File: config.mk
export PLATFORM = sky130hd
export DESIGN_NAME = comparator_control_logic
export DESIGN_NICKNAME = d
export VERILOG_FILES = /design/src/verilog/comparator_control_pkg.sv /design/src/verilog/comparator_decision_if.sv /design/src/verilog/comparator_control_logic.sv /design/src/verilog/comparator_decision.sv
export SDC_FILE = /design/constraint.sdc
export NUM_CORES = 1
export LEC_CHECK = 0
export ABC_AREA = 0
export BUFFER_PORTS_ARGS = -buffer_cell sky130_fd_sc_hd__buf_2
export CORE_ASPECT_RATIO = 0.9
export CORE_MARGIN = 3
export CORE_UTILIZATION = 29
export DETAILED_ROUTE_END_ITERATION = 8
export PLACE_DENSITY = 0.53
export SYNTH_ARGS = -nofsm -noshare
export SYNTH_HDL_FRONTEND = slang
export SYNTH_SLANG_ARGS = --single-unit
File: constraint.sdc
create_clock -name sys_clk_in -period 2.05 [get_ports sys_clk_in]
set_input_delay 0.41 -clock sys_clk_in [delete_from_list [all_inputs] [get_ports sys_clk_in]]
set_output_delay 0.41 -clock sys_clk_in [all_outputs]
set_load 0.01 [all_outputs]
File: src/verilog/comparator_control_pkg.sv
// Constants, register map and field layout of the comparator control block.
package comparator_control_pkg;

   // ----------------------------------------------------------------
   // Register bus widths.
   // ----------------------------------------------------------------
   localparam int ADDR_W = 12;
   localparam int DATA_W = 8;

   // ----------------------------------------------------------------
   // Register offsets.
   // ----------------------------------------------------------------
   localparam logic [11:0] CTRL_OFFSET = 12'hf90;
   localparam logic [11:0] POWER_OFFSET = 12'hf91;
   localparam logic [11:0] STATUS_OFFSET = 12'hf92;
   localparam logic [11:0] MASK_OFFSET = 12'hf93;
   localparam logic [11:0] STATE_OFFSET = 12'hf94;

   // ----------------------------------------------------------------
   // Reset values.
   // ----------------------------------------------------------------
   localparam logic [7:0] CTRL_RESET = 8'h14;
   localparam logic [7:0] POWER_RESET = 8'h00;
   localparam logic [1:0] STATUS_RESET = 2'h0;
   localparam logic [1:0] MASK_RESET = 2'h0;

   // ----------------------------------------------------------------
   // Field positions.
   // ----------------------------------------------------------------
   localparam int POS_SEL_BIT = 7;
   localparam int NEG_SEL_BIT = 6;
   localparam int LEVEL_HI = 5;
   localparam int LEVEL_LO = 2;
   localparam int FINE_HI = 1;
   localparam int FINE_LO = 0;
   localparam int PWR_DOWN_BIT = 0;
   localparam int PIN_ROUTE_BIT = 1;
   localparam int EVT_RISE_BIT = 0;
   localparam int EVT_FALL_BIT = 1;
   localparam int EVT_W = 2;
   localparam int STATE_OUT_BIT = 0;
   localparam int STATE_RSV_BIT = 1;
   localparam int STATE_ON_BIT = 2;

   // ----------------------------------------------------------------
   // Reference level coding, in millivolts.
   // ----------------------------------------------------------------
   localparam logic [11:0] STEP_LARGE_MV = 12'h0c8;
   localparam logic [11:0] STEP_SMALL_MV = 12'h032;
   localparam logic [3:0] MAX_LARGE_CODE = 4'h9;
   localparam logic [5:0] MAX_SMALL_CODE = 6'h24;
   localparam logic [5:0] DEFAULT_SMALL_CODE = 6'h14;

endpackage

File: src/verilog/comparator_decision_if.sv
// Signals between the register logic and the output decision stage.
`timescale 1ns/100ps
interface comparator_decision_if;
   logic high_raw;
   logic low_raw;
   logic enable;
   logic state;
   logic rise;
   logic fall;

   modport ctrl (output high_raw, output low_raw, output enable,
      input state, input rise, input fall);
   modport core (input high_raw, input low_raw, input enable,
      output state, output rise, output fall);
endinterface

File: src/verilog/comparator_control_logic.sv
// Register file, reference decode and interrupt logic of the comparator.
//
// Chosen here: the plain strobed port.
`timescale 1ns/100ps
module comparator_control_logic #(
   parameter bit SMALL_PACKAGE = 1'b0
) (
   input wire logic sys_clk_in,
   input wire logic sys_rst_in,
   input wire logic [11:0] reg_addr_in,
   input wire logic [7:0] reg_wdata_in,
   input wire logic reg_wr_in,
   input wire logic reg_rd_in,
   output logic [7:0] reg_rdata_out,
   input wire logic cmp_high_raw_in,
   input wire logic cmp_low_raw_in,
   output logic positive_input_select_out,
   output logic negative_input_select_out,
   output logic ref_enable_out,
   output logic [5:0] reference_level_out,
   output logic [11:0] ref_level_mv_out,
   output logic ref_reserved_out,
   output logic power_down_out,
   output logic comparator_out,
   output logic comparator_pin_out,
   output logic comparator_pin_oe_out,
   output logic irq_out
);

   // ----------------------------------------------------------------
   // Register storage.
   // ----------------------------------------------------------------
   logic [7:0] ctrl_ff;
   logic [7:0] power_ff;
   logic [1:0] status_ff;
   logic [1:0] mask_ff;
   logic [7:0] rdata_ff;
   logic [11:0] ref_mv_ff;
   logic reserved_ff;
   logic [5:0] level_code_ff;

   // ----------------------------------------------------------------
   // Address decode.
   // ----------------------------------------------------------------
   logic hit_ctrl;
   logic hit_power;
   logic hit_status;
   logic hit_mask;
   logic hit_state;
   logic ctrl_wr;
   logic power_wr;
   logic status_wr;
   logic mask_wr;

   assign hit_ctrl = (reg_addr_in == comparator_control_pkg::CTRL_OFFSET);
   assign hit_power = (reg_addr_in == comparator_control_pkg::POWER_OFFSET);
   assign hit_status =
      (reg_addr_in == comparator_control_pkg::STATUS_OFFSET);
   assign hit_mask = (reg_addr_in == comparator_control_pkg::MASK_OFFSET);
   assign hit_state = (reg_addr_in == comparator_control_pkg::STATE_OFFSET);

   // Write strobes for each writable register.
   assign ctrl_wr = reg_wr_in && hit_ctrl;
   assign power_wr = reg_wr_in && hit_power;
   assign status_wr = reg_wr_in && hit_status;
   assign mask_wr = reg_wr_in && hit_mask;

   // ----------------------------------------------------------------
   // Decision stage.
   // ----------------------------------------------------------------
   comparator_decision_if dec_if ();

   // The analog decisions go straight to the synchronisers.
   assign dec_if.high_raw = cmp_high_raw_in;
   assign dec_if.low_raw = cmp_low_raw_in;
   assign dec_if.enable =
      !power_ff[comparator_control_pkg::PWR_DOWN_BIT];

   comparator_decision u_decision (
      .sys_clk_in (sys_clk_in),
      .sys_rst_in (sys_rst_in),
      .dec (dec_if.core)
   );

   // ----------------------------------------------------------------
   // Reference level decode.
   // ----------------------------------------------------------------
   logic [3:0] coarse_code;
   logic [1:0] fine_code;
   logic [5:0] small_code;
   logic [11:0] large_mv;
   logic [11:0] small_mv;
   logic large_rsv;
   logic small_rsv;
   logic [11:0] nxt_ref_mv;
   logic nxt_reserved;
   logic [5:0] nxt_level_code;

   // Coarse and fine fields taken only from the comparator's own register.
   assign coarse_code = ctrl_ff[comparator_control_pkg::LEVEL_HI:
      comparator_control_pkg::LEVEL_LO];
   assign fine_code = ctrl_ff[comparator_control_pkg::FINE_HI:
      comparator_control_pkg::FINE_LO];
   assign small_code = {coarse_code, fine_code};

   // Linear levels; the products stay below the 12-bit range.
   assign large_mv = 12'({8'h00, coarse_code} *
      comparator_control_pkg::STEP_LARGE_MV);
   assign small_mv = 12'({6'h00, small_code} *
      comparator_control_pkg::STEP_SMALL_MV);
   assign large_rsv = (coarse_code > comparator_control_pkg::MAX_LARGE_CODE);
   assign small_rsv = (small_code > comparator_control_pkg::MAX_SMALL_CODE);

   // A reserved code is flagged and the level is held at the top step.
   assign nxt_ref_mv = SMALL_PACKAGE ?
      (small_rsv ? 12'({6'h00, comparator_control_pkg::MAX_SMALL_CODE} *
         comparator_control_pkg::STEP_SMALL_MV) : small_mv) :
      (large_rsv ? 12'({8'h00, comparator_control_pkg::MAX_LARGE_CODE} *
         comparator_control_pkg::STEP_LARGE_MV) : large_mv);
   assign nxt_reserved = SMALL_PACKAGE ? small_rsv : large_rsv;

   // The large package ignores the two low bits entirely.
   assign nxt_level_code = SMALL_PACKAGE ? small_code :
      {coarse_code, 2'b00};

   // Registered reference outputs.
   always_ff @(posedge sys_clk_in or posedge sys_rst_in) begin
      if (sys_rst_in) begin
         ref_mv_ff <= 12'h000;
         reserved_ff <= 1'b0;
         level_code_ff <= 6'h00;
      end else begin
         ref_mv_ff <= nxt_ref_mv;
         reserved_ff <= nxt_reserved;
         level_code_ff <= nxt_level_code;
      end
   end

   // ----------------------------------------------------------------
   // Control and power registers.
   // ----------------------------------------------------------------
   always_ff @(posedge sys_clk_in or posedge sys_rst_in) begin
      if (sys_rst_in) begin
         ctrl_ff <= comparator_control_pkg::CTRL_RESET;
         power_ff <= comparator_control_pkg::POWER_RESET;
         mask_ff <= comparator_control_pkg::MASK_RESET;
      end else begin
         if (ctrl_wr) begin
            ctrl_ff <= reg_wdata_in;
         end
         if (power_wr) begin
            power_ff <= reg_wdata_in & 8'h03;
         end
         if (mask_wr) begin
            mask_ff <= reg_wdata_in[1:0];
         end
      end
   end

   // ----------------------------------------------------------------
   // Sticky event bits: a new event wins over a clear in one cycle.
   // ----------------------------------------------------------------
   logic [1:0] evt_set;

   assign evt_set[comparator_control_pkg::EVT_RISE_BIT] = dec_if.rise;
   assign evt_set[comparator_control_pkg::EVT_FALL_BIT] = dec_if.fall;

   // One flop per event bit, cleared by writing a one.
   genvar gi;
   generate
      for (gi = 0; gi < comparator_control_pkg::EVT_W; gi++) begin : g_evt
         always_ff @(posedge sys_clk_in or posedge sys_rst_in) begin
            if (sys_rst_in) begin
               status_ff[gi] <= comparator_control_pkg::STATUS_RESET[gi];
            end else if (evt_set[gi]) begin
               status_ff[gi] <= 1'b1;
            end else if (status_wr && reg_wdata_in[gi]) begin
               status_ff[gi] <= 1'b0;
            end
         end
      end
   endgenerate

   // Level interrupt while any unmasked event bit is set.
   assign irq_out = |(status_ff & mask_ff);

   // ----------------------------------------------------------------
   // Read data path.
   // ----------------------------------------------------------------
   logic [7:0] state_word;
   logic [7:0] rd_mux;

   // Live state: output level, reserved-code flag, powered flag.
   assign state_word = {5'h00, dec_if.enable, reserved_ff, dec_if.state};

   // Unmapped addresses read as zero.
   assign rd_mux = hit_ctrl ? ctrl_ff :
      hit_power ? power_ff :
      hit_status ? {6'h00, status_ff} :
      hit_mask ? {6'h00, mask_ff} :
      hit_state ? state_word : 8'h00;

   // Read data stand only in the cycle after the read strobe.
   always_ff @(posedge sys_clk_in or posedge sys_rst_in) begin
      if (sys_rst_in) begin
         rdata_ff <= 8'h00;
      end else begin
         rdata_ff <= reg_rd_in ? rd_mux : 8'h00;
      end
   end

   // ----------------------------------------------------------------
   // Outputs.
   // ----------------------------------------------------------------
   assign reg_rdata_out = rdata_ff;
   assign positive_input_select_out =
      ctrl_ff[comparator_control_pkg::POS_SEL_BIT];
   assign negative_input_select_out =
      ctrl_ff[comparator_control_pkg::NEG_SEL_BIT];
   assign ref_enable_out = ctrl_ff[comparator_control_pkg::NEG_SEL_BIT] &&
      dec_if.enable;
   assign reference_level_out = level_code_ff;
   assign ref_level_mv_out = ref_mv_ff;
   assign ref_reserved_out = reserved_ff;
   assign power_down_out =
      power_ff[comparator_control_pkg::PWR_DOWN_BIT];
   assign comparator_out = dec_if.state;
   assign comparator_pin_out = dec_if.state;
   assign comparator_pin_oe_out =
      power_ff[comparator_control_pkg::PIN_ROUTE_BIT];

   // ----------------------------------------------------------------
   // Checks.
   // ----------------------------------------------------------------
   a_pos_select: assert property (@(posedge sys_clk_in)
      disable iff (sys_rst_in)
      ctrl_wr |=> (positive_input_select_out == $past(reg_wdata_in[7])))
      else $error("Positive select does not follow the write.");

   a_neg_select: assert property (@(posedge sys_clk_in)
      disable iff (sys_rst_in)
      (ctrl_wr && !power_ff[0]) |=>
      (ref_enable_out == $past(reg_wdata_in[6])))
      else $error("Reference enable does not follow the write.");

   // Level checks skip the edges where the level flops are still in reset.
   a_ref_large: assert property (@(posedge sys_clk_in)
      disable iff (sys_rst_in)
      (!SMALL_PACKAGE && !$past(sys_rst_in) && coarse_code <= 4'h9) |=>
      (ref_level_mv_out == 12'($past(coarse_code)) * 12'h0c8))
      else $error("Large package level is wrong.");

   a_ref_small: assert property (@(posedge sys_clk_in)
      disable iff (sys_rst_in)
      (SMALL_PACKAGE && !$past(sys_rst_in) && small_code <= 6'h24) |=>
      (ref_level_mv_out == 12'($past(small_code)) * 12'h032))
      else $error("Small package level is wrong.");

   a_low_bits_ignored: assert property (@(posedge sys_clk_in)
      disable iff (sys_rst_in)
      (!SMALL_PACKAGE && !$past(sys_rst_in) && $stable(ctrl_ff[7:2])) |=>
      $stable(ref_level_mv_out))
      else $error("Low control bits moved the level.");

   a_irq_raised: assert property (@(posedge sys_clk_in)
      disable iff (sys_rst_in)
      (dec_if.rise && mask_ff[0] && !mask_wr) |=> irq_out)
      else $error("Unmasked rise raised no interrupt.");

   a_power_quiet: assert property (@(posedge sys_clk_in)
      disable iff (sys_rst_in)
      power_ff[0] |=> (!dec_if.rise && !dec_if.fall && !comparator_out))
      else $error("Powered-down comparator produced events.");

   a_ref_own_setting: assert property (@(posedge sys_clk_in)
      disable iff (sys_rst_in)
      ($changed(ref_level_mv_out) && !$past(sys_rst_in, 2)) |->
      $past(ctrl_wr, 2))
      else $error("Level changed without a control write.");

   a_set_wins: assert property (@(posedge sys_clk_in)
      disable iff (sys_rst_in)
      (dec_if.rise && status_wr && reg_wdata_in[0]) |=> status_ff[0])
      else $error("Clear won over a new event.");

   a_fall_event: assert property (@(posedge sys_clk_in)
      disable iff (sys_rst_in)
      dec_if.fall |=> status_ff[1])
      else $error("A fall left no pending event.");

   a_clear_event: assert property (@(posedge sys_clk_in)
      disable iff (sys_rst_in)
      (status_wr && reg_wdata_in[0] && !dec_if.rise) |=> !status_ff[0])
      else $error("Writing a one did not clear the rise event.");

   a_level_code: assert property (@(posedge sys_clk_in)
      disable iff (sys_rst_in)
      !SMALL_PACKAGE |-> (reference_level_out[1:0] == 2'b00))
      else $error("Low level bits reached the large package code.");

   a_reserved_flag: assert property (@(posedge sys_clk_in)
      disable iff (sys_rst_in)
      (!SMALL_PACKAGE && ctrl_wr && reg_wdata_in[5:2] > 4'h9) |=>
      ##1 ref_reserved_out)
      else $error("Reserved level code was not flagged.");

endmodule // comparator_control_logic

File: src/verilog/comparator_decision.sv
// Synchroniser, retained output state and transition pulses.
`timescale 1ns/100ps
module comparator_decision (
   input wire logic sys_clk_in,
   input wire logic sys_rst_in,
   comparator_decision_if.core dec
);

   logic high_meta_ff;
   logic high_sync_ff;
   logic low_meta_ff;
   logic low_sync_ff;
   logic state_ff;
   logic nxt_state;
   logic rise_ff;
   logic fall_ff;

   // Next retained state: high wins past hysteresis high, low past low.
   assign nxt_state = !dec.enable ? 1'b0 :
      (high_sync_ff && !low_sync_ff) ? 1'b1 :
      (low_sync_ff && !high_sync_ff) ? 1'b0 : state_ff;

   // --------------------------------------------------------------
   // Two-stage synchronisers for the asynchronous analog decisions.
   // --------------------------------------------------------------
   always_ff @(posedge sys_clk_in or posedge sys_rst_in) begin
      if (sys_rst_in) begin
         high_meta_ff <= 1'b0;
         high_sync_ff <= 1'b0;
         low_meta_ff <= 1'b0;
         low_sync_ff <= 1'b0;
      end else begin
         high_meta_ff <= dec.high_raw;
         high_sync_ff <= high_meta_ff;
         low_meta_ff <= dec.low_raw;
         low_sync_ff <= low_meta_ff;
      end
   end

   // Retained state and one pulse per transition while enabled.
   always_ff @(posedge sys_clk_in or posedge sys_rst_in) begin
      if (sys_rst_in) begin
         state_ff <= 1'b0;
         rise_ff <= 1'b0;
         fall_ff <= 1'b0;
      end else begin
         state_ff <= nxt_state;
         rise_ff <= dec.enable && nxt_state && !state_ff;
         fall_ff <= dec.enable && !nxt_state && state_ff;
      end
   end

   assign dec.state = state_ff;
   assign dec.rise = rise_ff;
   assign dec.fall = fall_ff;

   a_state_hold: assert property (@(posedge sys_clk_in)
      disable iff (sys_rst_in)
      (dec.enable && !high_sync_ff && !low_sync_ff) |=> $stable(state_ff))
      else $error("Retained state changed without a decision.");

   a_single_request: assert property (@(posedge sys_clk_in)
      disable iff (sys_rst_in)
      rise_ff |=> !rise_ff)
      else $error("One transition gave two requests.");

endmodule // comparator_decision

==> results.md, run 1 <==
- Status: completed
- Max Buffers Root-to-Sink: 2
- Num CTS Buffers: 5
- Synth unique cells: 39
- Slew @ Worst Pin: 0.609 ns
- Horiz. Die Dim: 92.5 um
- Effective utilization at floorplan: 30.9%
- GRT overflow: 0
- Post-synth top area share: 52.6%
- Worst R2R End: ref_level_mv_out[11]
- Worst setup startpoint: ctrl_ff[2]
- Commonest cells after routing, fill and taps aside: buf_2, dfrtp_1, buf_4
- Final setup violation count: 0
- Area growth syn-to-layout: 31.4%
- Layout cells sized above 1: 43.0%
- Root Buffer: clkbuf_8
- Critical Path Fanout Max: 2
- GR Util All Layers: 11.6%
- DRC errors left: 0
- Die ar.: 7750 sq um
- Fin. Hold Viols: 0
- RSZ-0062 raised after global routing: false
- Clock sinks: 43
- Initial antenna violation count: 0
- Reg2reg setup slack: 0.06 ns
- Hold Buf Count CTS: 0
- Total core area: 6320 sq um
- Crit Path Class: flop to flop
- Largest net degree at the start of global routing: 19
- Average via count per standard cell: 4.35
- Flops & latches, synth: 43
- Detailed Route WL: 4260 um
- Startpoint types: flop
- Total power: 1.75 mW
- Detail Route Antenna Nets: 0
- Ranking of synthesized cells by area: dfrtp_1, ha_1, mux2_2
- Sequential-to-total area share from yosys stat: 55.3%
- Worst setup EP type: flop
- H-tree depth: 2
- Min cycle time layout: 1.99 ns
- Most common cell after layout, fill and taps aside: buf_2
- Period utilization: 96.9%
- CTS tree: built
- Die Y: 83.8 um
- Largest area contributor in the netlist: dfrtp_1
- Lkg Pwr: 1.39 nW
- Routed vias: 1,371
- Iteration-0 DRC Markers: 27
- Max-cap viol count: 0
- Ys async rst share: 100%
- Number of flops mapped to enable cells by yosys: 0
- I/O Buffers: 55
- Fmax: 0.503 GHz
- I/O Pins: 61
- Cells on worst reg2reg path: 7
- Top_reg_cell synth: dfrtp_1
- Final max-slew violation count: 0
- DPL Wire Length: 3210 um
- Power density over cell area: 684 nW/um^2
- Mean area per synthesized cell: 12.6 sq um
- Final GP Congestion: 0.744
- Row cnt: 27
- Diodes inserted: 0
- First-pass iteration count of the detailed router: 4
- Post-synthesis instance area: 1950 sq um
- Vias in the first global route: 1,357
- Hold WC Path Type: primary input to asynchronous set/reset pin
- CP arrival: 2.17 ns
- Critical R2R Launch: ctrl_ff[2]
- Clk Latency, worst-skew pair: 0.29 ns
- First-pass GRT wire length: 7030 um
- Fin nets: 266
- YS warnings: 0
- Final Skew: 0.00633 ns
- Worst-path clk slew: 0.08 ns
- Post-Syn Instances: 155
- Worst EP required: 2.23 ns
- Worst vdd ir: 0.318 mV
- Hold Slack: 0.104 ns
- DR WL/cell: 13.5 um
- Slew headroom: 59.1%
## cells by family (layout without fill, tap and decap cells)
family / count (synthesis) / after routing / share of synthesized area, %
AND/OR/NAND/NOR: 46 / 46 / 15.7
flip-flops: 43 / 43 / 55.3
multiplexers: 17 / 17 / 9.49
XOR/XNOR: 2 / 2 / 0.898
buffers and inverters: 20 / 89 / 5.13
adder cells (fa/ha/maj): 13 / 13 / 8.72
AO/OA/AOI/OAI: 13 / 13 / 4.55
other: 1 / 5 / 0.192
## worst max path at each step
| stage | to | slack [ns] | depth (start not counted) |
|---|---|---|---|
| after CTS | ref_level_mv_out[11] | 0.04 | 7 |
| after floorplan | ref_level_mv_out[11] | 0.02 | 7 |
| after global placement | ref_level_mv_out[11] | 0.05 | 7 |
| after detailed placement | ref_level_mv_out[11] | -0.008 | 7 |
| final | ref_level_mv_out[11] | 0.06 | 7 |
| after global routing | ref_level_mv_out[11] | 0.004 | 7 |
## flip-flops by register name, indices dropped and copies added, names as in the netlist
name / cells
u_decision.dec.rise: 1
u_decision.dec.state: 1
reference_level_out: 4
power_ff: 2
mask_ff: 2
ref_reserved_out: 1
u_decision.low_meta_ff: 1
u_decision.high_meta_ff: 1
reg_rdata_out: 8
status_ff: 2
u_decision.high_sync_ff: 1
ref_level_mv_out: 9
u_decision.dec.fall: 1
ctrl_ff: 8
u_decision.low_sync_ff: 1
## final cells by class
cell class	instances	area (sq um)
sequential	43	1080
clock inverter	2	60.1
fill	625	3750
timing repair buffer	71	395
clock buffer	6	72.6
tap	87	109
multi-input combinational	96	811
inverter	10	37.5
## worst max-delay path, stage by stage (launching register included)
cell and delay (ns):
dfstp_2 0.53, inv_1 0.05, ha_1 0.29, ha_2 0.19, fa_2 0.40, a31oi_2 0.18, xnor2_1 0.08, and2_1 0.15
## report_power, final
part	switching, mW	internal (mW)	total, mW	leakage (nW)
sequential	0.00732	0.859	0.866	0.570
clock	0.295	0.487	0.782	0.0654
combinational	0.0615	0.0442	0.106	0.757
## layer usage
metal | vias up | GRT usage [%] | share of wire [%]
met5 | - | 0 | 0
met4 | 0 | 3.24 | 0.63
met3 | 2 | 3.97 | 5.3
met2 | 42 | 16.0 | 44
met1 | 651 | 17.1 | 50
li1 | 676 | - | -
## metrics by stage
stage | setup WS [ns] | instance area [sq um] | TNS [ns] | utilization, % | instances
floorplan | 0.0177 | 1970 | 0 | - | 159
global placement | 0.0452 | 2400 | 0 | 38.0 | 306
detailed placement | -0.00779 | 2400 | -0.00779 | 38.0 | 306
CTS | 0.0373 | 2530 | 0 | 40.1 | 314
global route | 0.00350 | 2560 | 0 | 40.6 | 315
finish | 0.0626 | 2560 | 0 | 40.6 | 315
## synth_stat cells (2+ instances only)
cell type   n
dfrtp_1    41
ha_1       12
mux2_2     12
and2_1     10
inv_1      10
buf_4       6
mux2i_1     5
nand2_1     5
nor2_1      4
nor4_1      4
a21oi_1     3
nand2b_1    3
nor2b_1     3
nor3_1      3
a31oi_1     2
buf_2       2
clkbuf_1    2
dfstp_2     2
nor4b_1     2
nor4bb_1    2
o21ai_0     2
or4b_1      2
xnor2_1     2
## what timing repair did
| action | in CTS | in global routing |
|---|---|---|
| endpoints found under the setup margin | 1 | 1 |
| resized for setup | 1 | 3 |
| pin swaps | 1 | 3 |
| setup buffers | 0 | 1 |
| endpoints found under the hold margin | 0 | 0 |
Power figures use the tool's default switching activity.
==> run 2, diff against run 1 <==
--- a/config.mk
+++ b/config.mk
@@ -13,2 +13,3 @@
 export DETAILED_ROUTE_END_ITERATION = 8
+export GPL_TIMING_DRIVEN = 0
 export PLACE_DENSITY = 0.53
--- a/constraint.sdc
+++ b/constraint.sdc
@@ -3,2 +3,2 @@
 set_output_delay 0.41 -clock sys_clk_in [all_outputs]
-set_load 0.01 [all_outputs]
+set_load 0.02 [all_outputs]
==> run 2 against run 1 <==
Count of clock-buffer cells in the layout is the same. Clock power shrank 2%. Core utilization shrank 0.34 points. Largest cell class unchanged.
==> results.md, run 2 (synthesis gave the netlist of run 1 again) <==
- First-pass iteration count of the detailed router: 4 (unchanged)
- Hold WC Path Type: primary input to flop
- Status: completed
- Critical Path Fanout Max: 2 (unchanged)
- Startpoint types: flop
- DRC errors left: 0 (unchanged)
- Iteration-0 DRC Markers: 58 (+110%)
- Clock share of power: 43.5% (-1.1 points)
- Final Skew: 0.00477 ns (-0.00156 ns)
- Final GP Congestion: 0.761 (+2.3%)
- Worst setup EP type: flop
- Sequential Power Share: 49.4% (about the same)
- Total core area: 6320 sq um (unchanged)
- I/O Pins: 61 (unchanged)
- Setup TNS: 0 ns (unchanged)
- Worst-path clk slew: 0.08 ns (about the same)
- Area growth syn-to-layout: 30.3%
- Pint: 1.40 mW (+0.66%)
- First-pass GRT wire length: 6380 um (-9.2%)
- Most common cell after layout, fill and taps aside: buf_2
- Commonest cells after routing, fill and taps aside: buf_2, dfrtp_1, mux2_2, ha_1, and2_1
- Max Buffers Root-to-Sink: 2 (unchanged)
- Logic pwr share: 7.1% (+1.1 points)
- Max reg flops: 9 (unchanged)
- CP arrival: 2.17 ns (about the same)
- Worst EP required: 2.23 ns (about the same)
- Horiz. Die Dim: 92.5 um (unchanged)
- Area of the multi-input gates: 802 sq um (-1.1%)
- Die ar.: 7750 sq um (unchanged)
- Layout cells sized above 1: 41.2% (-1.8 points)
- CTS tree: built
- Root Buffer: clkbuf_8
- Average via count per standard cell: 4.21 (-3.2%)
- Die Y: 83.8 um (unchanged)
- H-tree depth: 2 (unchanged)
- Row cnt: 27 (unchanged)
- Reg2reg setup slack: 0.06 ns (about the same)
- Worst vdd ir: 0.437 mV (+37%)
- Power density over cell area: 690 nW/um^2 (+0.84%)
- P_sw: 0.355 mW (-2.5%)
- Fmax: 0.503 GHz (about the same)
- Slew headroom: 50.5% (-8.6 points)
- RSZ-0062 raised after global routing: true
- Detail Route Antenna Nets: 0 (unchanged)
- Clock sinks: 43 (unchanged)
- GRT overflow: 0 (unchanged)
- DPL Wire Length: 3010 um (-6.3%)
- Slew @ Worst Pin: 0.735 ns (+0.126 ns)
- Lkg Pwr: 1.38 nW (-0.60%)
- Fin. Hold Viols: 0 (unchanged)
- Period utilization: 96.9% (about the same)
- Final setup violation count: 0 (unchanged)
- Crit Path Class: flop to flop
- GR Util All Layers: 10.6% (-1.0 points)
- Min cycle time layout: 1.99 ns (-0.000814 ns)
- FF+latch area: 1080 sq um (unchanged)
- Vias in the first global route: 1,218 (-10%)
- Net Sw Frac: 20.2% (-0.52 points)
- Diodes inserted: 0 (unchanged)
- Effective utilization at floorplan: 30.9% (unchanged)
- Fin cells: 313 (-0.63%)
- Clk Latency, worst-skew pair: 0.29 ns (about the same)
- # placed instances: 302 (-1.3%)
- I/O Buffers: 55 (unchanged)
- Fin nets: 264 (-0.75%)
- Fillers: 616 (-1.4%)
- Num CTS Buffers: 5 (unchanged)
- Final max-slew violation count: 0 (unchanged)
- DR WL/cell: 13.0 um (-3.9%)
- Largest net degree at the start of global routing: 40 (+21)
- Routed vias: 1,319 (-3.8%)
- Detailed Route WL: 4070 um (-4.5%)
- Max-cap viol count: 0 (unchanged)
- Initial antenna violation count: 0 (unchanged)
==> run 2: cell type report <==
cell class              instances  share of cell area [%]
flip-flops and latches         43                    42.4
multi-input cells              96                    31.5
repair buffers                 59                    12.6
well taps                      87                    4.28
clock buffers                   6                    2.85
plain buffers                  10                    2.46
clock inverters                 2                    2.36
inverters                      10                    1.48
==> run 2: final timing paths <==
check,startpoint,to,depth (start not counted)
hold / removal,cmp_high_raw_in,u_decision.high_meta_ff,1
max in group asynchronous,sys_rst_in,ctrl_ff[4],4
setup reg to reg,ctrl_ff[2],ref_level_mv_out[11],7
min in group asynchronous,sys_rst_in,u_decision.low_meta_ff,3
setup / recovery,ctrl_ff[2],ref_level_mv_out[11],7
hold reg to reg,u_decision.high_meta_ff,u_decision.high_sync_ff,0
==> run 2: metrics by stage <==
| stage | area, sq um | hold WS, ns | util (%) | worst slack (ns) | total power [mW] |
|---|---|---|---|---|---|
| after floorplan | 1970 | 0.331 | - | 0.0177 | 0.956 |
| after global placement | 2350 | 0.332 | 37.2 | -0.286 | 1.00 |
| after detailed placement | 2370 | 0.295 | 37.5 | -0.284 | 1.01 |
| after CTS | 2530 | 0.213 | 40.0 | 0.0210 | 1.79 |
| after global routing | 2540 | 0.209 | 40.2 | -0.0128 | 1.83 |
| final | 2540 | 0.226 | 40.2 | 0.0634 | 1.75 |
==> run 2: power groups by stage <==
stage | combinational, mW | sequential (mW) | clock (mW)
after floorplan | 0.0695 | 0.886 | 0
after global placement | 0.119 | 0.883 | 0
after detailed placement | 0.125 | 0.883 | 0
after CTS | 0.127 | 0.866 | 0.793
after global routing | 0.140 | 0.868 | 0.825
final | 0.125 | 0.866 | 0.763
==> run 2: repair_timing <==
action | CTS | global route
setup endpoints to repair | 1 | 6
pin swaps | 1 | 0
endpoints found under the hold margin | 4 | 0
gates resized for setup | 1 | 2
hold buffers | 1 | 0
setup buffers | 2 | 0
==> run 2: worst max-delay path: stages, from the launching register on <==
cell	delay [ns]
dfstp_2	0.54
inv_1	0.06
ha_1	0.29
ha_1	0.23
fa_2	0.37
a31oi_2	0.16
xnor2_1	0.08
and2_1	0.15
==> run 2: layer usage <==
metal	GRT usage, %	share of wire (%)
met3	3.34	7.9
met1	15.3	49
met2	15.0	42
met5	0	0
met4	3.24	1.1
==> run 3, diff against run 2 <==
Settings changed: SYNTH_HIERARCHICAL from default to 1.
==> run 3 against run 2 <==
Register-to-register slack better by 0.07 ns. Total power fell by 11%. Critical path depth unchanged. Routed wire length down 1.5%. Largest power group unchanged. Clock skew barely moved. Flip-flop and latch count unchanged. Largest cell class unchanged. Non-clock buffer count is 2 lower. Worst setup slack better by 0.075 ns. Highest routed layer unchanged.
==> results.md, run 3 <==
- Clock sinks: 43 (unchanged)
- Ys async rst share: 100% (unchanged)
- DPL Wire Length: 3000 um (-0.15%)
- Initial antenna violation count: 0 (unchanged)
- CP Depth: 7 (unchanged)
- Final core utilization: 40.1% (-0.13 points)
- Post-synth top area share: 51.7% (-0.86 points)
- Slew headroom: 50.8% (+0.22 points)
- Critical path's top delay family: adder cells
- GR Util All Layers: 11.0% (+0.38 points)
- Fin cells: 309 (-1.3%)
- Detail Route Antenna Nets: 0 (unchanged)
- Final setup violation count: 0 (unchanged)
- Synth unique cells: 40 (+2.6%)
- Period utilization: 93.3% (-3.6 points)
- Critical R2R Launch: ctrl_ff[3]
- Cell area after layout: 2560 sq um (+0.74%)
- Routed vias: 1,308 (-0.83%)
- Post-synthesis instance area: 1980 sq um (+1.7%)
- Fmax: 0.523 GHz (+3.9%)
- Min cycle time layout: 1.91 ns (-0.0747 ns)
- Lkg Pwr: 1.43 nW (+3.1%)
- Fin. Hold Viols: 0 (unchanged)
- Worst path slowest cell: dfrtp_2
- Die ar.: 7870 sq um (+1.6%)
- Diodes inserted: 0 (unchanged)
- Average via count per standard cell: 4.23 (+0.45%)
- Worst-path clk slew: 0.08 ns (about the same)
- Sequential-to-total area share from yosys stat: 54.4% (-0.91 points)
- Horiz. Die Dim: 93.2 um (+0.78%)
- Delay of the slowest cell on the worst path: 0.44 ns (-0.10 ns)
- Largest area contributor in the netlist: dfrtp_1
- Crit path cell chain: inv_1 -> ha_4 -> ha_4 -> fa_2 -> a31oi_4 -> xor2_1 -> nor2_1
- Worst EP required: 2.22 ns (about the same)
- Final max-slew violation count: 0 (unchanged)
- Critical Path Fanout Max: 5 (+3)
- Reg2reg setup slack: 0.14 ns (+0.07 ns)
- CTS tree: built
- CP arrival: 2.09 ns (-0.08 ns)
- DR WL/cell: 13.0 um (-0.20%)
- Most common cell in the synthesized netlist: dfrtp_1
- Max Buffers Root-to-Sink: 2 (unchanged)
- Crit path buf inv count: 1 (unchanged)
- First-pass GRT wire length: 6640 um (+4.0%)
- Post-Syn Instances: 152 (-1.9%)
- Most common cell after layout, fill and taps aside: buf_2
- RSZ-0062 raised after global routing: false
- Die Y: 84.5 um (+0.77%)
- Worst R2R End: ref_level_mv_out[11]
- Final Skew: 0.00452 ns (-0.000253 ns)
- Clk Latency, worst-skew pair: 0.28 ns (about the same)
- Status: completed
- Num CTS Buffers: 5 (unchanged)
- Worst vdd ir: 0.216 mV (-50%)
- Flops & latches, synth: 43 (unchanged)
- Mean area per synthesized cell: 13.0 sq um (+3.7%)
- Power density over cell area: 608 nW/um^2 (-12%)
- Area after DPL: 2380 sq um (+0.53%)
- Startpoint types: flop
- DRC errors left: 0 (unchanged)
- Worst path most repeated cell: ha_4
- Iteration-0 DRC Markers: 72 (+24%)
- # placed instances: 298 (-1.3%)
- GRT overflow: 0 (unchanged)
- Crit Path Class: flop to flop
- Row cnt: 27 (unchanged)
- Root Buffer: clkbuf_8
- Total core area: 6380 sq um (+1.1%)
- Vias in the first global route: 1,307 (+7.3%)
- Slew @ Worst Pin: 0.737 ns (+0.00240 ns)
- I/O Pins: 61 (unchanged)
- Layout cells sized above 1: 45.5% (+4.3 points)
- Max reg flops: 9 (unchanged)
- Area growth syn-to-layout: 29.1%
- Number of flops mapped to enable cells by yosys: 0 (unchanged)
- Effective utilization at floorplan: 31.1% (+0.18 points)
- YS warnings: 6 (+6)
- I/O Buffers: 55 (unchanged)
- Cells on worst reg2reg path: 7 (unchanged)
- H-tree depth: 2 (unchanged)
- Fin nets: 260 (-1.5%)
- Worst setup EP type: flop
- Final GP Congestion: 0.776 (+2.1%)
- First-pass iteration count of the detailed router: 4 (unchanged)
- Largest net degree at the start of global routing: 37 (-7.5%)
- Fillers: 629 (+2.1%)
- Hold WC Path Type: primary input to asynchronous set/reset pin
- Ranking of synthesized cells by area: dfrtp_1, mux2_4, ha_1
- Max-cap viol count: 0 (unchanged)
- Commonest cells after routing, fill and taps aside: buf_2, dfrtp_1, mux2_4
- Post-synth top cells: dfrtp_1, ha_1, mux2_4, nor2_1, inv_1
- Detailed Route WL: 4010 um (-1.5%)
- Top_reg_cell synth: dfrtp_1
-- run 3: final cells by class --
| cell class | count | area, sq um | share of cell area (%) |
|---|---|---|---|
| Sequential cell | 43 | 1080 | 42.2 |
| Multi-Input combinational cell | 96 | 880 | 34.3 |
| Timing Repair Buffer | 58 | 298 | 11.6 |
| Tap cell | 87 | 109 | 4.25 |
| Clock buffer | 8 | 100 | 3.91 |
| Buffer | 9 | 65.1 | 2.54 |
| Inverter | 8 | 30.0 | 1.17 |
-- run 3: per-stage QoR --
stage | total power [mW] | hold slack (ns) | setup WS, ns | setup TNS [ns]
2_1_floorplan | 0.953 | 0.213 | 0.0336 | 0
3_3_place_gp | 1.00 | 0.331 | -0.163 | -0.163
3_5_place_dp | 1.00 | 0.337 | -0.161 | -0.161
4_1_cts | 1.59 | 0.0550 | 0.000788 | 0
5_1_grt | 1.66 | 0.0639 | 0.0219 | 0
6_report | 1.56 | 0.0583 | 0.138 | 0
-- run 3: where the power goes --
| part | leakage [nW] | switching (mW) | internal, mW |
|---|---|---|---|
| Sequential | 0.568 | 0.00829 | 0.859 |
| Combinational | 0.806 | 0.0661 | 0.0503 |
| Clock | 0.0515 | 0.267 | 0.308 |
-- run 3: worst max path at each step --
stage          slack, ns       start              endpoint
2_1_floorplan       0.03  ctrl_ff[2]  ref_level_mv_out[11]
3_3_place_gp       -0.16  ctrl_ff[2]  ref_level_mv_out[11]
3_5_place_dp       -0.16  ctrl_ff[2]  ref_level_mv_out[11]
4_1_cts           0.0008  ctrl_ff[4]  ref_level_mv_out[11]
5_1_grt             0.02  ctrl_ff[4]  ref_level_mv_out[11]
6_report            0.14  ctrl_ff[3]  ref_level_mv_out[11]
-- run 3: kinds of logic after synthesis --
kind of cell,Yosys count,share of synthesized area [%]
compound gates,13,4.67
other cells,1,0.189
xor+xnor,3,1.33
simple gates,49,16.5
flops,43,54.4
mux,13,9.59
fa+ha+maj,13,8.58
buf+inv,17,4.79
-- run 3: repair_timing --
action | 4_1_cts | 5_1_grt
hold buffers | 0 | 0
endpoints found under the setup margin | 1 | 4
pin swaps | 2 | 5
hold endpoints to repair | 0 | 0
gates resized for setup | 3 | 7
setup buffers | 1 | 2
-- run 3: layer usage --
metal	wire, um	GRT usage, %	vias up
met3	201	2.69	2
met1	1920	15.4	619
met5	0	0	-
li1	-	-	647
met2	1840	16.4	40
met4	41	3.99	0
